### src/rtl/frsf_pkg.sv
// Package of constants and types for the floppy result status flags block
package frsf_pkg;
  // Register byte offsets
  localparam logic [7:0] OFS_STATUS_ONE = 8'h00;
  localparam logic [7:0] OFS_STATUS_TWO = 8'h04;
  localparam logic [7:0] OFS_CMD_STATUS = 8'h08;
  localparam logic [7:0] OFS_IRQ_STATUS = 8'h0c;
  localparam logic [7:0] OFS_IRQ_CLEAR = 8'h10;
  localparam logic [7:0] OFS_IRQ_ENABLE = 8'h14;
  // First result status byte fields
  localparam int S1_PAST_LAST = 7;
  localparam int S1_CRC_ANY = 5;
  localparam int S1_HOST_LATE = 4;
  localparam int S1_NOT_LOCATED = 2;
  localparam int S1_WRITE_BLOCKED = 1;
  localparam int S1_ID_LOST = 0;
  localparam logic [7:0] S1_ZERO_MASK = 8'h48;
  // Second result status byte fields
  localparam int S2_DELETED = 6;
  localparam int S2_CRC_PAYLOAD = 5;
  localparam int S2_TRACK_MISMATCH = 4;
  localparam int S2_EQUAL_HIT = 3;
  localparam int S2_NO_MATCH = 2;
  localparam int S2_BAD_TRACK = 1;
  localparam int S2_MARK_ABSENT = 0;
  localparam logic [7:0] S2_ZERO_MASK = 8'h80;
  localparam logic [7:0] S2_ERROR_MASK = 8'h37;
  // Cylinder value that marks a bad track
  localparam logic [7:0] BAD_TRACK_CYL = 8'hff;
  // Index pulses seen without an ID mark before giving up
  localparam logic [1:0] INDEX_LIMIT = 2'h2;
  // Command status byte layout and termination codes
  localparam int CS_TERM_HI = 7;
  localparam int CS_TERM_LO = 6;
  localparam int CS_RESULT = 1;
  localparam int CS_BUSY = 0;
  localparam logic [1:0] TERM_NORMAL = 2'h0;
  localparam logic [1:0] TERM_ABNORMAL = 2'h1;
  // Interrupt bits
  localparam int IRQ_W = 2;
  localparam int IRQ_CMD_END = 0;
  localparam int IRQ_ABNORMAL = 1;
  // AXI responses
  localparam logic [1:0] RESP_OKAY = 2'h0;
  localparam logic [1:0] RESP_SLVERR = 2'h2;

  typedef enum logic [2:0] {
    CMD_READ_DATA, CMD_WRITE_DATA, CMD_WRITE_DELETED, CMD_READ_ID,
    CMD_READ_TRACK, CMD_SCAN, CMD_FORMAT_TRACK, CMD_OTHER
  } frsf_cmd_e;

  typedef enum logic [1:0] {PH_IDLE, PH_EXEC, PH_RESULT} frsf_phase_e;

  // Events from the read path and the transfer logic, one-cycle pulses
  typedef struct packed {
    logic past_last_sector;
    logic id_crc_fail;
    logic data_crc_fail;
    logic host_late;
    logic sector_miss;
    logic id_read_fail;
    logic start_sector_miss;
    logic index_pulse;
    logic id_mark_found;
    logic deleted_mark;
    logic scan_equal;
    logic scan_none;
    logic data_mark_miss;
    logic cyl_valid;
    logic [7:0] read_cyl;
  } frsf_events_s;

  // Whole state of the top module
  typedef struct packed {
    frsf_phase_e phase;
    frsf_cmd_e kind;
    logic [7:0] st1;
    logic [7:0] st2;
    logic [1:0] term;
    logic [1:0] idx_cnt;
    logic cyl_mismatch;
    logic cyl_bad;
    logic [IRQ_W-1:0] irq_status;
    logic [IRQ_W-1:0] irq_enable;
    logic irq;
    logic aw_got;
    logic [7:0] aw_addr;
    logic w_got;
    logic [31:0] w_data;
    logic [3:0] w_strb;
    logic awready;
    logic wready;
    logic bvalid;
    logic [1:0] bresp;
    logic arready;
    logic rvalid;
    logic [31:0] rdata;
    logic [1:0] rresp;
  } frsf_state_s;
endpackage : frsf_pkg

### src/rtl/frsf_top.sv
// Result status flag logic with AXI4-Lite register access
//
// The address map and the AXI4-Lite register port were left to the implementer.
`timescale 1ns/1ps
// Notes on behaviour
// - Set past-last-sector flag when access goes beyond the cylinder's last sector.
// - First byte bits 6 and 3, second byte bit 7, always read zero.
// - Set CRC fault flag on an ID field or data field CRC failure.
// - Set host-late flag when the host misses a transfer in time.
// - Set not-located flag when read, write deleted or scan misses the sector.
// - Read ID sets not-located when no error-free ID field is read.
// - Read track sets not-located when the starting sector is not found.
// - Set write-blocked when protect tab active during write or format commands.
// - Set ID-header-lost when two index pulses pass without an ID mark.
// - Payload-mark-absent is set together with ID-header-lost.
// - Read data or scan sets deleted flag on a deleted data mark.
// - Set payload CRC fault only for a data field CRC failure.
// - With not-located, flag track mismatch when read cylinder differs from target.
// - Scan sets equal-hit flag when the equal condition is met.
// - Scan sets no-match flag when no sector meets the condition.
// - With not-located, flag bad track when cylinder differs and the read cylinder is FF.
// - Set payload-mark-absent when no data address mark is found.
// - Termination code is 00 only for normal completion, abnormal with errors.
module frsf_top #(
  parameter int ADDR_W = 8
) (
  // Clock and reset
  input wire logic aclk,
  input wire logic aresetn,
  // AXI4-Lite write channels
  input wire logic [ADDR_W-1:0] s_axi_awaddr,
  input wire logic s_axi_awvalid,
  output logic s_axi_awready,
  input wire logic [31:0] s_axi_wdata,
  input wire logic [3:0] s_axi_wstrb,
  input wire logic s_axi_wvalid,
  output logic s_axi_wready,
  output logic [1:0] s_axi_bresp,
  output logic s_axi_bvalid,
  input wire logic s_axi_bready,
  // AXI4-Lite read channels
  input wire logic [ADDR_W-1:0] s_axi_araddr,
  input wire logic s_axi_arvalid,
  output logic s_axi_arready,
  output logic [31:0] s_axi_rdata,
  output logic [1:0] s_axi_rresp,
  output logic s_axi_rvalid,
  input wire logic s_axi_rready,
  // Command sequencing
  input wire logic cmd_start,
  input wire frsf_pkg::frsf_cmd_e cmd_kind,
  input wire logic cmd_done,
  input wire logic [7:0] target_cyl,
  // Drive side
  input wire logic protect_tab_input,
  input wire frsf_pkg::frsf_events_s ev,
  // Interrupt
  output logic irq
);

  frsf_pkg::frsf_state_s s_reg;
  frsf_pkg::frsf_state_s s_next;

  logic exec;
  logic k_read, k_write, k_wdel, k_rid, k_rtrk, k_scan, k_fmt;
  logic mis_now, bad_now, mis_any, bad_any, not_loc;
  logic id_lost_ev;
  logic [7:0] st1_set, st2_set;
  logic have_aw, have_w;
  logic [7:0] waddr, raddr;
  logic [31:0] wdata;
  logic [3:0] wstrb;
  logic [31:0] rd_val;
  logic rd_ok;
  logic rd_two;
  logic [frsf_pkg::IRQ_W-1:0] irq_set, irq_clr;

  // Command classes and cylinder comparison
  always_comb
  begin
    exec = (s_reg.phase == frsf_pkg::PH_EXEC);
    k_read = (s_reg.kind == frsf_pkg::CMD_READ_DATA);
    k_write = (s_reg.kind == frsf_pkg::CMD_WRITE_DATA);
    k_wdel = (s_reg.kind == frsf_pkg::CMD_WRITE_DELETED);
    k_rid = (s_reg.kind == frsf_pkg::CMD_READ_ID);
    k_rtrk = (s_reg.kind == frsf_pkg::CMD_READ_TRACK);
    k_scan = (s_reg.kind == frsf_pkg::CMD_SCAN);
    k_fmt = (s_reg.kind == frsf_pkg::CMD_FORMAT_TRACK);
    mis_now = ev.cyl_valid && (ev.read_cyl != target_cyl);
    bad_now = mis_now && (ev.read_cyl == frsf_pkg::BAD_TRACK_CYL);
    mis_any = mis_now || s_reg.cyl_mismatch;
    bad_any = ev.cyl_valid ? bad_now : s_reg.cyl_bad;
    not_loc = (ev.sector_miss && (k_read || k_wdel || k_scan))
      || (ev.id_read_fail && k_rid)
      || (ev.start_sector_miss && k_rtrk);
    id_lost_ev = ev.index_pulse && !ev.id_mark_found
      && (s_reg.idx_cnt == frsf_pkg::INDEX_LIMIT - 2'h1);
  end

  // Flags that this cycle's events raise, only during execution
  always_comb
  begin
    st1_set = 8'h00;
    st2_set = 8'h00;
    st1_set[frsf_pkg::S1_PAST_LAST] = ev.past_last_sector;
    st1_set[frsf_pkg::S1_CRC_ANY] = ev.id_crc_fail || ev.data_crc_fail;
    st1_set[frsf_pkg::S1_HOST_LATE] = ev.host_late;
    st1_set[frsf_pkg::S1_NOT_LOCATED] = not_loc;
    st1_set[frsf_pkg::S1_WRITE_BLOCKED] = protect_tab_input
      && (k_write || k_wdel || k_fmt);
    st1_set[frsf_pkg::S1_ID_LOST] = id_lost_ev;
    st2_set[frsf_pkg::S2_DELETED] = ev.deleted_mark && (k_read || k_scan);
    st2_set[frsf_pkg::S2_CRC_PAYLOAD] = ev.data_crc_fail;
    st2_set[frsf_pkg::S2_TRACK_MISMATCH] = not_loc && mis_any;
    st2_set[frsf_pkg::S2_EQUAL_HIT] = ev.scan_equal && k_scan;
    st2_set[frsf_pkg::S2_NO_MATCH] = ev.scan_none && k_scan;
    st2_set[frsf_pkg::S2_BAD_TRACK] = not_loc && mis_any && bad_any;
    st2_set[frsf_pkg::S2_MARK_ABSENT] = ev.data_mark_miss || id_lost_ev;
    if (!exec)
    begin
      st1_set = 8'h00;
      st2_set = 8'h00;
    end
  end

  // Address and data of a write, from the holding fields or the bus
  always_comb
  begin
    have_aw = s_reg.aw_got || (s_axi_awvalid && s_reg.awready);
    have_w = s_reg.w_got || (s_axi_wvalid && s_reg.wready);
    waddr = s_reg.aw_got ? s_reg.aw_addr : s_axi_awaddr[7:0];
    wdata = s_reg.w_got ? s_reg.w_data : s_axi_wdata;
    wstrb = s_reg.w_got ? s_reg.w_strb : s_axi_wstrb;
    raddr = s_axi_araddr[7:0];
  end

  // Read decode
  always_comb
  begin
    rd_val = 32'h0000_0000;
    rd_ok = 1'b1;
    rd_two = 1'b0;
    if (raddr == frsf_pkg::OFS_STATUS_ONE)
    begin
      rd_val[7:0] = s_reg.st1 & ~frsf_pkg::S1_ZERO_MASK;
    end
    else if (raddr == frsf_pkg::OFS_STATUS_TWO)
    begin
      rd_val[7:0] = s_reg.st2 & ~frsf_pkg::S2_ZERO_MASK;
      rd_two = 1'b1;
    end
    else if (raddr == frsf_pkg::OFS_CMD_STATUS)
    begin
      rd_val[frsf_pkg::CS_TERM_HI:frsf_pkg::CS_TERM_LO] = s_reg.term;
      rd_val[frsf_pkg::CS_RESULT] = (s_reg.phase == frsf_pkg::PH_RESULT);
      rd_val[frsf_pkg::CS_BUSY] = exec;
    end
    else if (raddr == frsf_pkg::OFS_IRQ_STATUS)
    begin
      rd_val[frsf_pkg::IRQ_W-1:0] = s_reg.irq_status;
    end
    else if (raddr == frsf_pkg::OFS_IRQ_ENABLE)
    begin
      rd_val[frsf_pkg::IRQ_W-1:0] = s_reg.irq_enable;
    end
    else if (raddr == frsf_pkg::OFS_IRQ_CLEAR)
    begin
      rd_val = 32'h0000_0000; // Write-only, reads zero
    end
    else
    begin
      rd_ok = 1'b0;
    end
  end

  // Next state
  always_comb
  begin
    s_next = s_reg;
    irq_set = '0;
    irq_clr = '0;
    // Command phases and flag accumulation
    case (s_reg.phase)
      frsf_pkg::PH_IDLE, frsf_pkg::PH_RESULT:
      begin
        if (cmd_start)
        begin
          s_next.phase = frsf_pkg::PH_EXEC;
          s_next.kind = cmd_kind;
          s_next.st1 = 8'h00;
          s_next.st2 = 8'h00;
          s_next.term = frsf_pkg::TERM_NORMAL;
          s_next.idx_cnt = 2'h0;
          s_next.cyl_mismatch = 1'b0;
          s_next.cyl_bad = 1'b0;
        end
      end
      frsf_pkg::PH_EXEC:
      begin
        s_next.st1 = (s_reg.st1 | st1_set) & ~frsf_pkg::S1_ZERO_MASK;
        s_next.st2 = (s_reg.st2 | st2_set) & ~frsf_pkg::S2_ZERO_MASK;
        if (ev.id_mark_found)
          s_next.idx_cnt = 2'h0;
        else if (ev.index_pulse && s_reg.idx_cnt != frsf_pkg::INDEX_LIMIT)
          s_next.idx_cnt = s_reg.idx_cnt + 2'h1;
        if (ev.cyl_valid)
        begin
          s_next.cyl_mismatch = mis_now;
          s_next.cyl_bad = bad_now;
        end
        if (cmd_done)
        begin
          s_next.phase = frsf_pkg::PH_RESULT;
          irq_set[frsf_pkg::IRQ_CMD_END] = 1'b1;
          if ((s_next.st1 != 8'h00) || ((s_next.st2 & frsf_pkg::S2_ERROR_MASK) != 8'h00))
          begin
            s_next.term = frsf_pkg::TERM_ABNORMAL;
            irq_set[frsf_pkg::IRQ_ABNORMAL] = 1'b1;
          end
          else
          begin
            s_next.term = frsf_pkg::TERM_NORMAL;
          end
        end
      end
      default:
      begin
        s_next.phase = frsf_pkg::PH_IDLE;
      end
    endcase
    // Write channels: hold whichever arrives first
    if (s_axi_awvalid && s_reg.awready)
    begin
      s_next.aw_got = 1'b1;
      s_next.aw_addr = s_axi_awaddr[7:0];
    end
    if (s_axi_wvalid && s_reg.wready)
    begin
      s_next.w_got = 1'b1;
      s_next.w_data = s_axi_wdata;
      s_next.w_strb = s_axi_wstrb;
    end
    if (s_reg.bvalid && s_axi_bready)
      s_next.bvalid = 1'b0;
    if (have_aw && have_w && !s_reg.bvalid)
    begin
      s_next.aw_got = 1'b0;
      s_next.w_got = 1'b0;
      s_next.bvalid = 1'b1;
      s_next.bresp = frsf_pkg::RESP_OKAY;
      if (waddr == frsf_pkg::OFS_IRQ_CLEAR)
      begin
        if (wstrb[0])
          irq_clr = wdata[frsf_pkg::IRQ_W-1:0];
      end
      else if (waddr == frsf_pkg::OFS_IRQ_ENABLE)
      begin
        if (wstrb[0])
          s_next.irq_enable = wdata[frsf_pkg::IRQ_W-1:0];
      end
      else if (waddr == frsf_pkg::OFS_STATUS_ONE || waddr == frsf_pkg::OFS_STATUS_TWO
        || waddr == frsf_pkg::OFS_CMD_STATUS || waddr == frsf_pkg::OFS_IRQ_STATUS)
      begin
        s_next.bresp = frsf_pkg::RESP_OKAY; // Read-only, write ignored
      end
      else
      begin
        s_next.bresp = frsf_pkg::RESP_SLVERR;
      end
    end
    // Read channel; reading the second byte ends the result phase
    if (s_reg.rvalid && s_axi_rready)
      s_next.rvalid = 1'b0;
    if (s_axi_arvalid && s_reg.arready)
    begin
      s_next.rvalid = 1'b1;
      s_next.rdata = rd_val;
      s_next.rresp = rd_ok ? frsf_pkg::RESP_OKAY : frsf_pkg::RESP_SLVERR;
      if (rd_two && s_reg.phase == frsf_pkg::PH_RESULT && !cmd_start)
        s_next.phase = frsf_pkg::PH_IDLE;
    end
    // Sticky interrupt status, set wins over clear
    s_next.irq_status = (s_reg.irq_status & ~irq_clr) | irq_set;
    s_next.irq = |(s_next.irq_status & s_next.irq_enable);
    s_next.awready = !s_next.aw_got && !s_next.bvalid;
    s_next.wready = !s_next.w_got && !s_next.bvalid;
    s_next.arready = !s_next.rvalid;
  end

  // State register
  always_ff @(posedge aclk)
  begin
    if (!aresetn)
    begin
      s_reg <= '0;
      s_reg.phase <= frsf_pkg::PH_IDLE;
      s_reg.kind <= frsf_pkg::CMD_OTHER;
      s_reg.awready <= 1'b1;
      s_reg.wready <= 1'b1;
      s_reg.arready <= 1'b1;
    end
    else
    begin
      s_reg <= s_next;
    end
  end

  // Outputs straight from the state register
  assign s_axi_awready = s_reg.awready;
  assign s_axi_wready = s_reg.wready;
  assign s_axi_bvalid = s_reg.bvalid;
  assign s_axi_bresp = s_reg.bresp;
  assign s_axi_arready = s_reg.arready;
  assign s_axi_rvalid = s_reg.rvalid;
  assign s_axi_rdata = s_reg.rdata;
  assign s_axi_rresp = s_reg.rresp;
  assign irq = s_reg.irq;
endmodule : frsf_top

### config.mk
export PLATFORM = sky130hd
export DESIGN_NAME = frsf_top
export DESIGN_NICKNAME = d
export VERILOG_FILES = /design/src/rtl/frsf_pkg.sv /design/src/rtl/frsf_top.sv
export SDC_FILE = /design/constraint.sdc
export NUM_CORES = 1
export LEC_CHECK = 0
export BUFFER_PORTS_ARGS = -buffer_cell sky130_fd_sc_hd__buf_4
export CAP_MARGIN = 20
export CORE_MARGIN = 3
export CORE_UTILIZATION = 25
export CTS_CLUSTER_DIAMETER = 80
export DETAILED_ROUTE_END_ITERATION = 8
export GPL_TIMING_DRIVEN = 0
export PLACE_DENSITY_LB_ADDON = 0.12
export SYNTH_ARGS = -nofsm -noshare
export SYNTH_HDL_FRONTEND = slang
export SYNTH_SLANG_ARGS = --single-unit
### constraint.sdc
create_clock -name aclk -period 2 [get_ports aclk]
set_input_delay 0.4 -clock aclk [delete_from_list [all_inputs] [get_ports aclk]]
set_output_delay 0.4 -clock aclk [all_outputs]
set_load 0.01 [all_outputs]
**Word-level counts from Yosys, hierarchy flattened**

Cells that the tools add are included.
W data, S select, Z words.

- Register bits: 94
- Bits of input ports: 95
- Output and inout port bits: 42
- Word-level logic and storage cells: 172

- Add/subtract/negate cells: 1
- Equal/unequal tests: 26
- Mux-type cells: 53
- Bitwise gates (word level): 6
- Reduce and logical (&&, ||, !) cells: 62

Operators by type and width:

| cell | count |
|---|---|
| $mux W2 | 25 |
| $pmux W22 S2 | 1 |
| $mux W37 | 1 |
| $mux W35 | 1 |
| $eq A8 B4 Y1 const B | 4 |
| $eq A8 B5 Y1 const B | 4 |
| $mux W8 | 4 |
| $mux W27 | 1 |
| $logic_and A1 B1 Y1 | 25 |
| $eq A8 B3 Y1 const B | 2 |
| $logic_not A8 Y1 | 2 |
| $logic_or A1 B1 Y1 | 16 |
| $mux W1 | 16 |
| $reduce_bool A8 Y1 | 2 |
| $eq A3 B3 Y1 const B | 3 |
| $mux W9 | 1 |
| $reduce_and A3 Y1 | 3 |
| $eq A8 B8 Y1 const B | 1 |
| $ne A2 B2 Y1 const B | 4 |
| $ne A8 B8 Y1 | 1 |
| $or A8 B8 Y8 | 1 |
| $logic_not A1 Y1 | 7 |
| $mux W7 | 1 |
| $or A7 B7 Y7 | 1 |
| other kinds (16) | 21 |

**Logic depth before layout (Yosys ltp)**

Gate-level depths: netlist (run 1).

- Word-level depth: 18
- Mapped depth: 8
- Depth with buffers taken out: 8

**Worst setup path before layout (run 1)**

Ideal clock, no wire load.

- Path type: input -> register
- From: input port s_axi_awaddr[3]
- To: register s_reg, in the netlist irq
- Library setup time: 0.117 ns
- Arrival time: 2.062 ns
- Required time: 1.883 ns
- Slack: -0.178 ns
- Stages on the path: 6
- Path buffers: 0
- Cell sequence: or3b_1 > a211o_1 > or3_4 > nor2_4 > mux2_1 > a22o_1

- Cells in the longest elaborated chain, start to end: 9
- Elaborated cells on any way between the ends: 13
- Classes of those cells: 2 x eq/ne; 6 x mux; 4 x bitwise; 1 x reduce/logical

RTL lines:

| item | line | source |
|---|---|---|
| start, declared | frsf_top.sv:31 | `input wire logic [ADDR_W-1:0] s_axi_awaddr,` |
| $mux W8 (*) | frsf_top.sv:131 | `waddr = s_reg.aw_got ? s_reg.aw_addr : s_axi_awaddr[7:0];` |
| $eq A8 B5 Y1 | frsf_top.sv:251 | `if (waddr == frsf_pkg::OFS_IRQ_CLEAR)` |
| $mux W2 | frsf_top.sv:251 |  |
| $mux W2 | frsf_top.sv:245 | `if (have_aw && have_w && !s_reg.bvalid)` |
| $not A2 Y2 | frsf_top.sv:283 | `s_next.irq_status = (s_reg.irq_status & ~irq_clr) \| irq_set;` |
| $and A2 B2 Y2 | frsf_top.sv:283 |  |
| $or A2 B2 Y2 | frsf_top.sv:283 |  |
| $and A2 B2 Y2 (*) | frsf_top.sv:284 | `s_next.irq = \|(s_next.irq_status & s_next.irq_enable);` |
| $reduce_or A2 Y1 (*) | frsf_top.sv:284 |  |
| end signal, assigned | frsf_top.sv:304 | `s_reg <= s_next;` |
| end, declared | frsf_top.sv:61 | `frsf_pkg::frsf_state_s s_reg;` |

Every way passes the cells marked *; elsewhere a longest branch is shown, timed or not.
A chain may end at the register's enable or synchronous reset.

**Worst setup path after layout (run 1)**

- From: register s_reg[86] (netlist bit)
- To: register s_reg, in the netlist irq

- Cells in the longest elaborated chain, start to end: 9
- Elaborated cells on any way between the ends: 16
- Classes of those cells: 2 x eq/ne; 6 x mux; 4 x bitwise; 4 x reduce/logical

RTL lines:

| item | line |
|---|---|
| $mux W8 or $logic_or A1 B1 Y1 (tied branches) | frsf_top.sv:131, frsf_top.sv:129 |
| $eq A8 B5 Y1 or $logic_and A1 B1 Y1 (tied branches) | frsf_top.sv:251, frsf_top.sv:245 |
| $mux W2 or $logic_and A1 B1 Y1 (tied branches) | frsf_top.sv:251, frsf_top.sv:245 |
| $mux W2 | frsf_top.sv:245 |
| $not A2 Y2 | frsf_top.sv:283 |
| $and A2 B2 Y2 | frsf_top.sv:283 |
| $or A2 B2 Y2 | frsf_top.sv:283 |
| $and A2 B2 Y2 (*) | frsf_top.sv:284 |
| $reduce_or A2 Y1 (*) | frsf_top.sv:284 |

Marked as above.

==> results of run 1 <==
worst max-delay path: stages, from the launching register on:
cell and delay (ps):
sky130_fd_sc_hd__dfxtp_4 350, sky130_fd_sc_hd__or3b_4 390, sky130_fd_sc_hd__a211o_1 260, sky130_fd_sc_hd__or3_4 360, sky130_fd_sc_hd__nor2_4 110, sky130_fd_sc_hd__mux2_4 310, sky130_fd_sc_hd__a22o_1 210
path summary, 6_finish.rpt:
check / from / to / slack (ps)
worst max-delay path: s_reg[86] / irq / -90
worst min-delay path: cmd_kind[1] / s_reg[115] / 320
worst max register to register: s_reg[86] / irq / -90
worst min register to register: s_reg[85] / s_reg[85] / 470
kinds of logic (layout without fill, tap and decap cells):
group | after synthesis | count (layout) | share of synthesized area
mux | 8 | 8 | 0.02907
compound gates | 78 | 78 | 0.1770
other cells | 1 | 26 | 0.001281
xor+xnor | 9 | 9 | 0.02694
flops | 56 | 56 | 0.3831
simple gates | 130 | 130 | 0.2433
buf+inv | 64 | 149 | 0.1308
fa+ha+maj | 2 | 2 | 0.008549
cell usage after synthesis, types with 2 or more instances:
master	count	share of area
sky130_fd_sc_hd__mux2_2	3	0.012
sky130_fd_sc_hd__nor2_1	21	0.027
sky130_fd_sc_hd__nor3b_1	5	0.013
sky130_fd_sc_hd__clkbuf_1	13	0.017
sky130_fd_sc_hd__nor4_1	3	0.0064
sky130_fd_sc_hd__a21oi_1	23	0.039
sky130_fd_sc_hd__a31oi_1	2	0.0043
sky130_fd_sc_hd__nand3b_1	3	0.0077
sky130_fd_sc_hd__nand3_1	17	0.029
sky130_fd_sc_hd__nand2_1	31	0.040
sky130_fd_sc_hd__and2_1	7	0.015
sky130_fd_sc_hd__nand4_1	6	0.013
sky130_fd_sc_hd__mux2i_1	4	0.014
sky130_fd_sc_hd__nor2b_1	14	0.030
sky130_fd_sc_hd__xnor2_1	9	0.027
sky130_fd_sc_hd__dfxtp_1	56	0.38
sky130_fd_sc_hd__and3_1	2	0.0043
sky130_fd_sc_hd__o21a_1	4	0.010
sky130_fd_sc_hd__a2111oi_0	2	0.0060
sky130_fd_sc_hd__o21ai_0	11	0.019
sky130_fd_sc_hd__a211o_1	2	0.0060
sky130_fd_sc_hd__nor4b_1	2	0.0060
sky130_fd_sc_hd__a21boi_0	14	0.036
sky130_fd_sc_hd__o211ai_1	2	0.0051
sky130_fd_sc_hd__a22oi_1	3	0.0077
sky130_fd_sc_hd__a221oi_1	3	0.0090
sky130_fd_sc_hd__nand2b_1	5	0.011
sky130_fd_sc_hd__o21ai_1	2	0.0034
sky130_fd_sc_hd__nor3_1	6	0.010
sky130_fd_sc_hd__buf_4	36	0.092
sky130_fd_sc_hd__o211a_1	2	0.0068
sky130_fd_sc_hd__inv_1	14	0.018
sky130_fd_sc_hd__ha_1	2	0.0085
area by class of cell:
class                           count  area [um^2]  share of cell area
Multi-Input combinational cell    253         1545              0.3887
Sequential cell                    56         1126              0.2833
Timing Repair Buffer               79        593.1              0.1492
Buffer                             48        315.3             0.07932
Tap cell                          140        175.2             0.04407
Clock buffer                        5        125.1             0.03148
Inverter                           14        52.55             0.01322
Clock inverter                      3        42.54             0.01070
power by group:
| part | internal, mW | switching, mW | total (mW) |
|---|---|---|---|
| combinational | 0.257 | 0.237 | 0.494 |
| clock | 0.590 | 0.414 | 1.00 |
| sequential | 1.17 | 0.0491 | 1.22 |
| total | 2.02 | 0.700 | 2.72 |
metal layers:
metal  global-route usage  part of all wire
met5                    0                 0
met4              0.01900            0.0053
met3              0.02748             0.055
met2               0.2018              0.47
met1               0.1598              0.47
repair_timing:
item / in CTS / in global routing
gates resized for setup: 4 / 5
buffers inserted: 5 / 1
setup endpoints to repair: 6 / 5
pin swaps: 6 / 3
through the flow:
| stage | hold WS [ps] | area (um^2) | power (mW) | setup TNS, ps |
|---|---|---|---|---|
| after floorplan | 435.8 | 3024 | 1.531 | -239.1 |
| after CTS | 320.8 | 3951 | 2.748 | -243.6 |
| after detailed placement | 458.1 | 3747 | 1.736 | -2142 |
| after global placement | 452.5 | 3747 | 1.733 | -2047 |
| after global routing | 343.1 | 3975 | 2.842 | -230.7 |
| final | 322.3 | 3975 | 2.719 | -107.0 |
==> results.json, run 1 <==
{
  "cts.sinks": 56,
  "pwr_density_cell_nw_per_um2": 683.9,
  "placement.io_buffers": 73,
  "chipHeight_um": 114.2,
  "layout-drive-gt1-share": 0.3013,
  "post_cts_hold_buffer_count": 0,
  "seq_area_frac_synth": 0.3831,
  "worst_clock_skew_ps": 8.796,
  "drtPass1Iterations": 4,
  "ir_worst_vdd_v": 0.0004067,
  "cts.root.buffer_cell": "sky130_fd_sc_hd__clkbuf_16",
  "postSynthCellCount": 348,
  "ys_ff_latch": 56,
  "totalWireLength_mm": 7.987,
  "first_global_vias": 2547,
  "post-place-ws_ps": -388.4,
  "clock_tree.buffer_depth": 2,
  "fin_crit_ps": 2085,
  "max_slew_margin": 0.6349,
  "largest_register_ffs": 40,
  "worstPathArrival_ps": 2270,
  "yosysWarningCount": 0,
  "static-leakage-power_nw": 1.692,
  "antenna_found_initial": 0,
  "number_of_buffers_added_by_the_clock_tree_synthesis_step": 5,
  "boundaryPins": 137,
  "synth.avg_cell_area_um2": 8.410,
  "final-hold-violation-count": 0,
  "die_area_um2": 13040,
  "design.final.nets": 554,
  "final_cell_mix": "115 x sky130_fd_sc_hd__buf_4, 54 x sky130_fd_sc_hd__dfxtp_1, 31 x sky130_fd_sc_hd__nand2_1, 26 x sky130_fd_sc_hd__conb_1, 23 x sky130_fd_sc_hd__a21oi_1",
  "failed_checks": "setup timing",
  "cts.reportedPaths.clkPinSlew_ps": 70,
  "timing_max_transition_violations_final": 0,
  "outcome": "complete, but fails checks",
  "row_count": 38,
  "yosys_most_used_dff": "sky130_fd_sc_hd__dfxtp_1",
  "layout_commonest_cell": "sky130_fd_sc_hd__buf_4",
  "post_layout_nonfiller_instances": 598,
  "hold_path_class": "input pin to register",
  "grt_max_degree": 18,
  "maxClockFrequency_mhz": 479.5,
  "async_s_r_ff_share_synth": 0,
  "grt.total_usage": 0.1199,
  "path_max_fanout": 3,
  "h-tree-depth": 2,
  "drc": 0,
  "antenna_cells_inserted": 0,
  "vias": 2638,
  "unrepaired_setup_endpoints_after_global_routing": "true",
  "setup-violations-final": 2,
  "worst-endpoint-required_ps": 2180,
  "setup_slack_ps": -85.49,
  "worstMarginPinSlew_ps": 547.7,
  "fill_cells": 1181,
  "gp_congestion": 0.8016,
  "grt_pass1_wl_mm": 12.56,
  "synthesis_to_finish_area_growth_pct": 35.83,
  "core_region_area_um2": 11130,
  "antenna_left": 0,
  "post_drt_via_cell_ratio": 4.411,
  "critical_path.startpoint_type": "register",
  "crit_type": "register to register",
  "synth.distinct_cells": 52,
  "timing.hold.worst_path_depth": 3,
  "insertion_delay_ps": 290,
  "clock_tree_from_tritoncts": "done",
  "timing.final.crit_share": 1.043,
  "drt_first_iter_violations": 50,
  "final_core_util": 0.3573,
  "number_of_enable_flip_flop_cells_after_synthesis": 0,
  "critical_path.endpoint_type": "register",
  "reg2reg_depth": 6,
  "initial_utilization": 0.2630,
  "synth.cell_area_um2": 2927,
  "timing.max_cap.violations": 0,
  "die-width_um": 114.2,
  "hpwlAfterDp_mm": 6.286,
  "wl_per_cell_um": 13.36,
  "dp.cells": 586,
  "grt-ovfl-total": 0
}
(Power assumes the default switching activity.)
==> inputs of run 2 (changes only) <==
- CORE_UTILIZATION: 25 -> 42
==> results.json, run 2 (synthesized netlist as in run 1, its figures left out) <==
{
  "worstPathArrival_ps": 2290,
  "clock_tree.buffer_depth": 2,
  "maxClockFrequency_mhz": 483.8,
  "timing.final.crit_share": 1.033,
  "grt-ovfl-total": 0,
  "gp_congestion": 0.8574,
  "cts.root.buffer_cell": "sky130_fd_sc_hd__clkbuf_8",
  "path_max_fanout": 3,
  "multi_input_comb_area_um2": 1535,
  "timing_max_transition_violations_final": 0,
  "number_of_buffers_added_by_the_clock_tree_synthesis_step": 5,
  "static-leakage-power_nw": 1.671,
  "antenna_left": 0,
  "unrepaired_setup_endpoints_after_global_routing": "true",
  "critical_path.startpoint_type": "register",
  "fill_cells": 629,
  "timing.max_cap.violations": 0,
  "drc": 0,
  "critical_path.endpoint_type": "register",
  "antenna_cells_inserted": 0,
  "cts.reportedPaths.clkPinSlew_ps": 110,
  "regArea_um2": 1126,
  "insertion_delay_ps": 320,
  "totalWireLength_mm": 7.056,
  "drt_first_iter_violations": 90,
  "die-width_um": 89.48,
  "boundaryPins": 137,
  "antenna_found_initial": 0,
  "fin_crit_ps": 2067,
  "worst-endpoint-required_ps": 2220,
  "power_mw": 2.480,
  "timing.hold.worst_path_depth": 3,
  "row_count": 29,
  "regToRegEndpoint": "irq",
  "layout-drive-gt1-share": 0.2963,
  "grt.total_usage": 0.1758,
  "hpwlAfterDp_mm": 5.441,
  "failed_checks": "setup timing",
  "drtPass1Iterations": 4,
  "grt_pass1_wl_mm": 11.09,
  "placement.io_buffers": 73,
  "place_area_um2": 3669,
  "final_cell_mix": "116 x sky130_fd_sc_hd__buf_4, 54 x sky130_fd_sc_hd__dfxtp_1, 31 x sky130_fd_sc_hd__nand2_1, 26 x sky130_fd_sc_hd__conb_1, 23 x sky130_fd_sc_hd__a21oi_1",
  "h-tree-depth": 2,
  "fin_area_um2": 3841,
  "vias": 2687,
  "ir_worst_vdd_v": 0.0003659,
  "cts.sinks": 56,
  "die_area_um2": 8006,
  "first_global_vias": 2515,
  "final-hold-violation-count": 0,
  "setup_slack_ps": -66.81,
  "crit_type": "register to register",
  "largest_register_ffs": 40,
  "hold_path_class": "input pin to register",
  "post_drt_via_cell_ratio": 5.013,
  "layout_commonest_cell": "sky130_fd_sc_hd__buf_4",
  "final_core_util": 0.5881,
  "post_cts_hold_buffer_count": 0,
  "initial_utilization": 0.4481,
  "worst_r2r_startpoint": "s_reg[86]",
  "core_region_area_um2": 6531,
  "worstMarginPinSlew_ps": 540.0,
  "wl_per_cell_um": 13.16,
  "design.final.nets": 555,
  "chipHeight_um": 89.48,
  "grt_max_degree": 19,
  "outcome": "complete, but fails checks",
  "clock_tree_from_tritoncts": "done",
  "regToRegSetupSlack_ps": -70,
  "hold_end": "s_reg[115]",
  "max_slew_margin": 0.6307,
  "post-place-ws_ps": -366.2,
  "setup-violations-final": 1,
  "hold_start": "cmd_kind[1]",
  "worst_clock_skew_ps": 8.969,
  "pwr_density_cell_nw_per_um2": 645.7,
  "synthesis_to_finish_area_growth_pct": 31.25,
  "reg2reg_depth": 6
}
-- run 2: worst max path at each step --
stage,from,end,slack [ps],cells past startpoint
after floorplan,s_axi_awaddr[3],irq,-160,6
after global placement,s_axi_awvalid,irq,-340,7
after detailed placement,s_axi_awvalid,irq,-370,7
after CTS,s_reg[86],irq,-150,6
after global routing,s_reg[86],irq,-120,6
final,s_reg[86],irq,-70,6
-- run 2: per-stage QoR --
step / hold slack (ps) / setup TNS (ps) / cells
2_1_floorplan: 435.8 / -239.1 / 373
3_3_place_gp: 450.4 / -1764 / 523
3_5_place_dp: 456.7 / -1782 / 523
4_1_cts: 283.5 / -217.0 / 534
5_1_grt: 281.8 / -163.9 / 536
6_report: 281.3 / -66.81 / 536
-- run 2: cell type report --
| cell class | instances | share of cell area |
|---|---|---|
| buffer | 48 | 0.08208 |
| timing repair buffer | 80 | 0.1564 |
| tap | 77 | 0.02508 |
| sequential | 56 | 0.2932 |
| clock inverter | 3 | 0.01205 |
| clock buffer | 5 | 0.01792 |
| inverter | 14 | 0.01368 |
| multi-input combinational | 253 | 0.3997 |
-- run 2: timing repair --
action	in CTS	in global routing
endpoints found under the setup margin	3	6
resized for setup	3	2
buffers inserted	5	2
pin swaps	6	4
-- run 2: power by group --
| group | leakage (nW) | switching (mW) | internal, mW |
|---|---|---|---|
| clock | 0.0548 | 0.395 | 0.378 |
| sequential | 0.458 | 0.0488 | 1.17 |
| combinational | 1.16 | 0.229 | 0.258 |
| total | 1.67 | 0.672 | 1.81 |
-- run 2: worst max-delay path: stages, from the launching register on --
cell and delay, ps:
sky130_fd_sc_hd__dfxtp_4 360, sky130_fd_sc_hd__or3b_1 370, sky130_fd_sc_hd__a211o_1 260, sky130_fd_sc_hd__or3_4 350, sky130_fd_sc_hd__nor2_4 110, sky130_fd_sc_hd__mux2_4 310, sky130_fd_sc_hd__a22o_1 210
-- run 2: per-layer routing --
metal | part of all wire | GRT usage | vias up | wire length [um]
met1 | 0.44 | 0.2185 | 1241 | 3114
met4 | 0.016 | 0.05142 | 0 | 110
met5 | 0 | 0 | - | 0
met3 | 0.048 | 0.04147 | 12 | 339
li1 | - | - | 1372 | -
met2 | 0.49 | 0.3021 | 62 | 3492
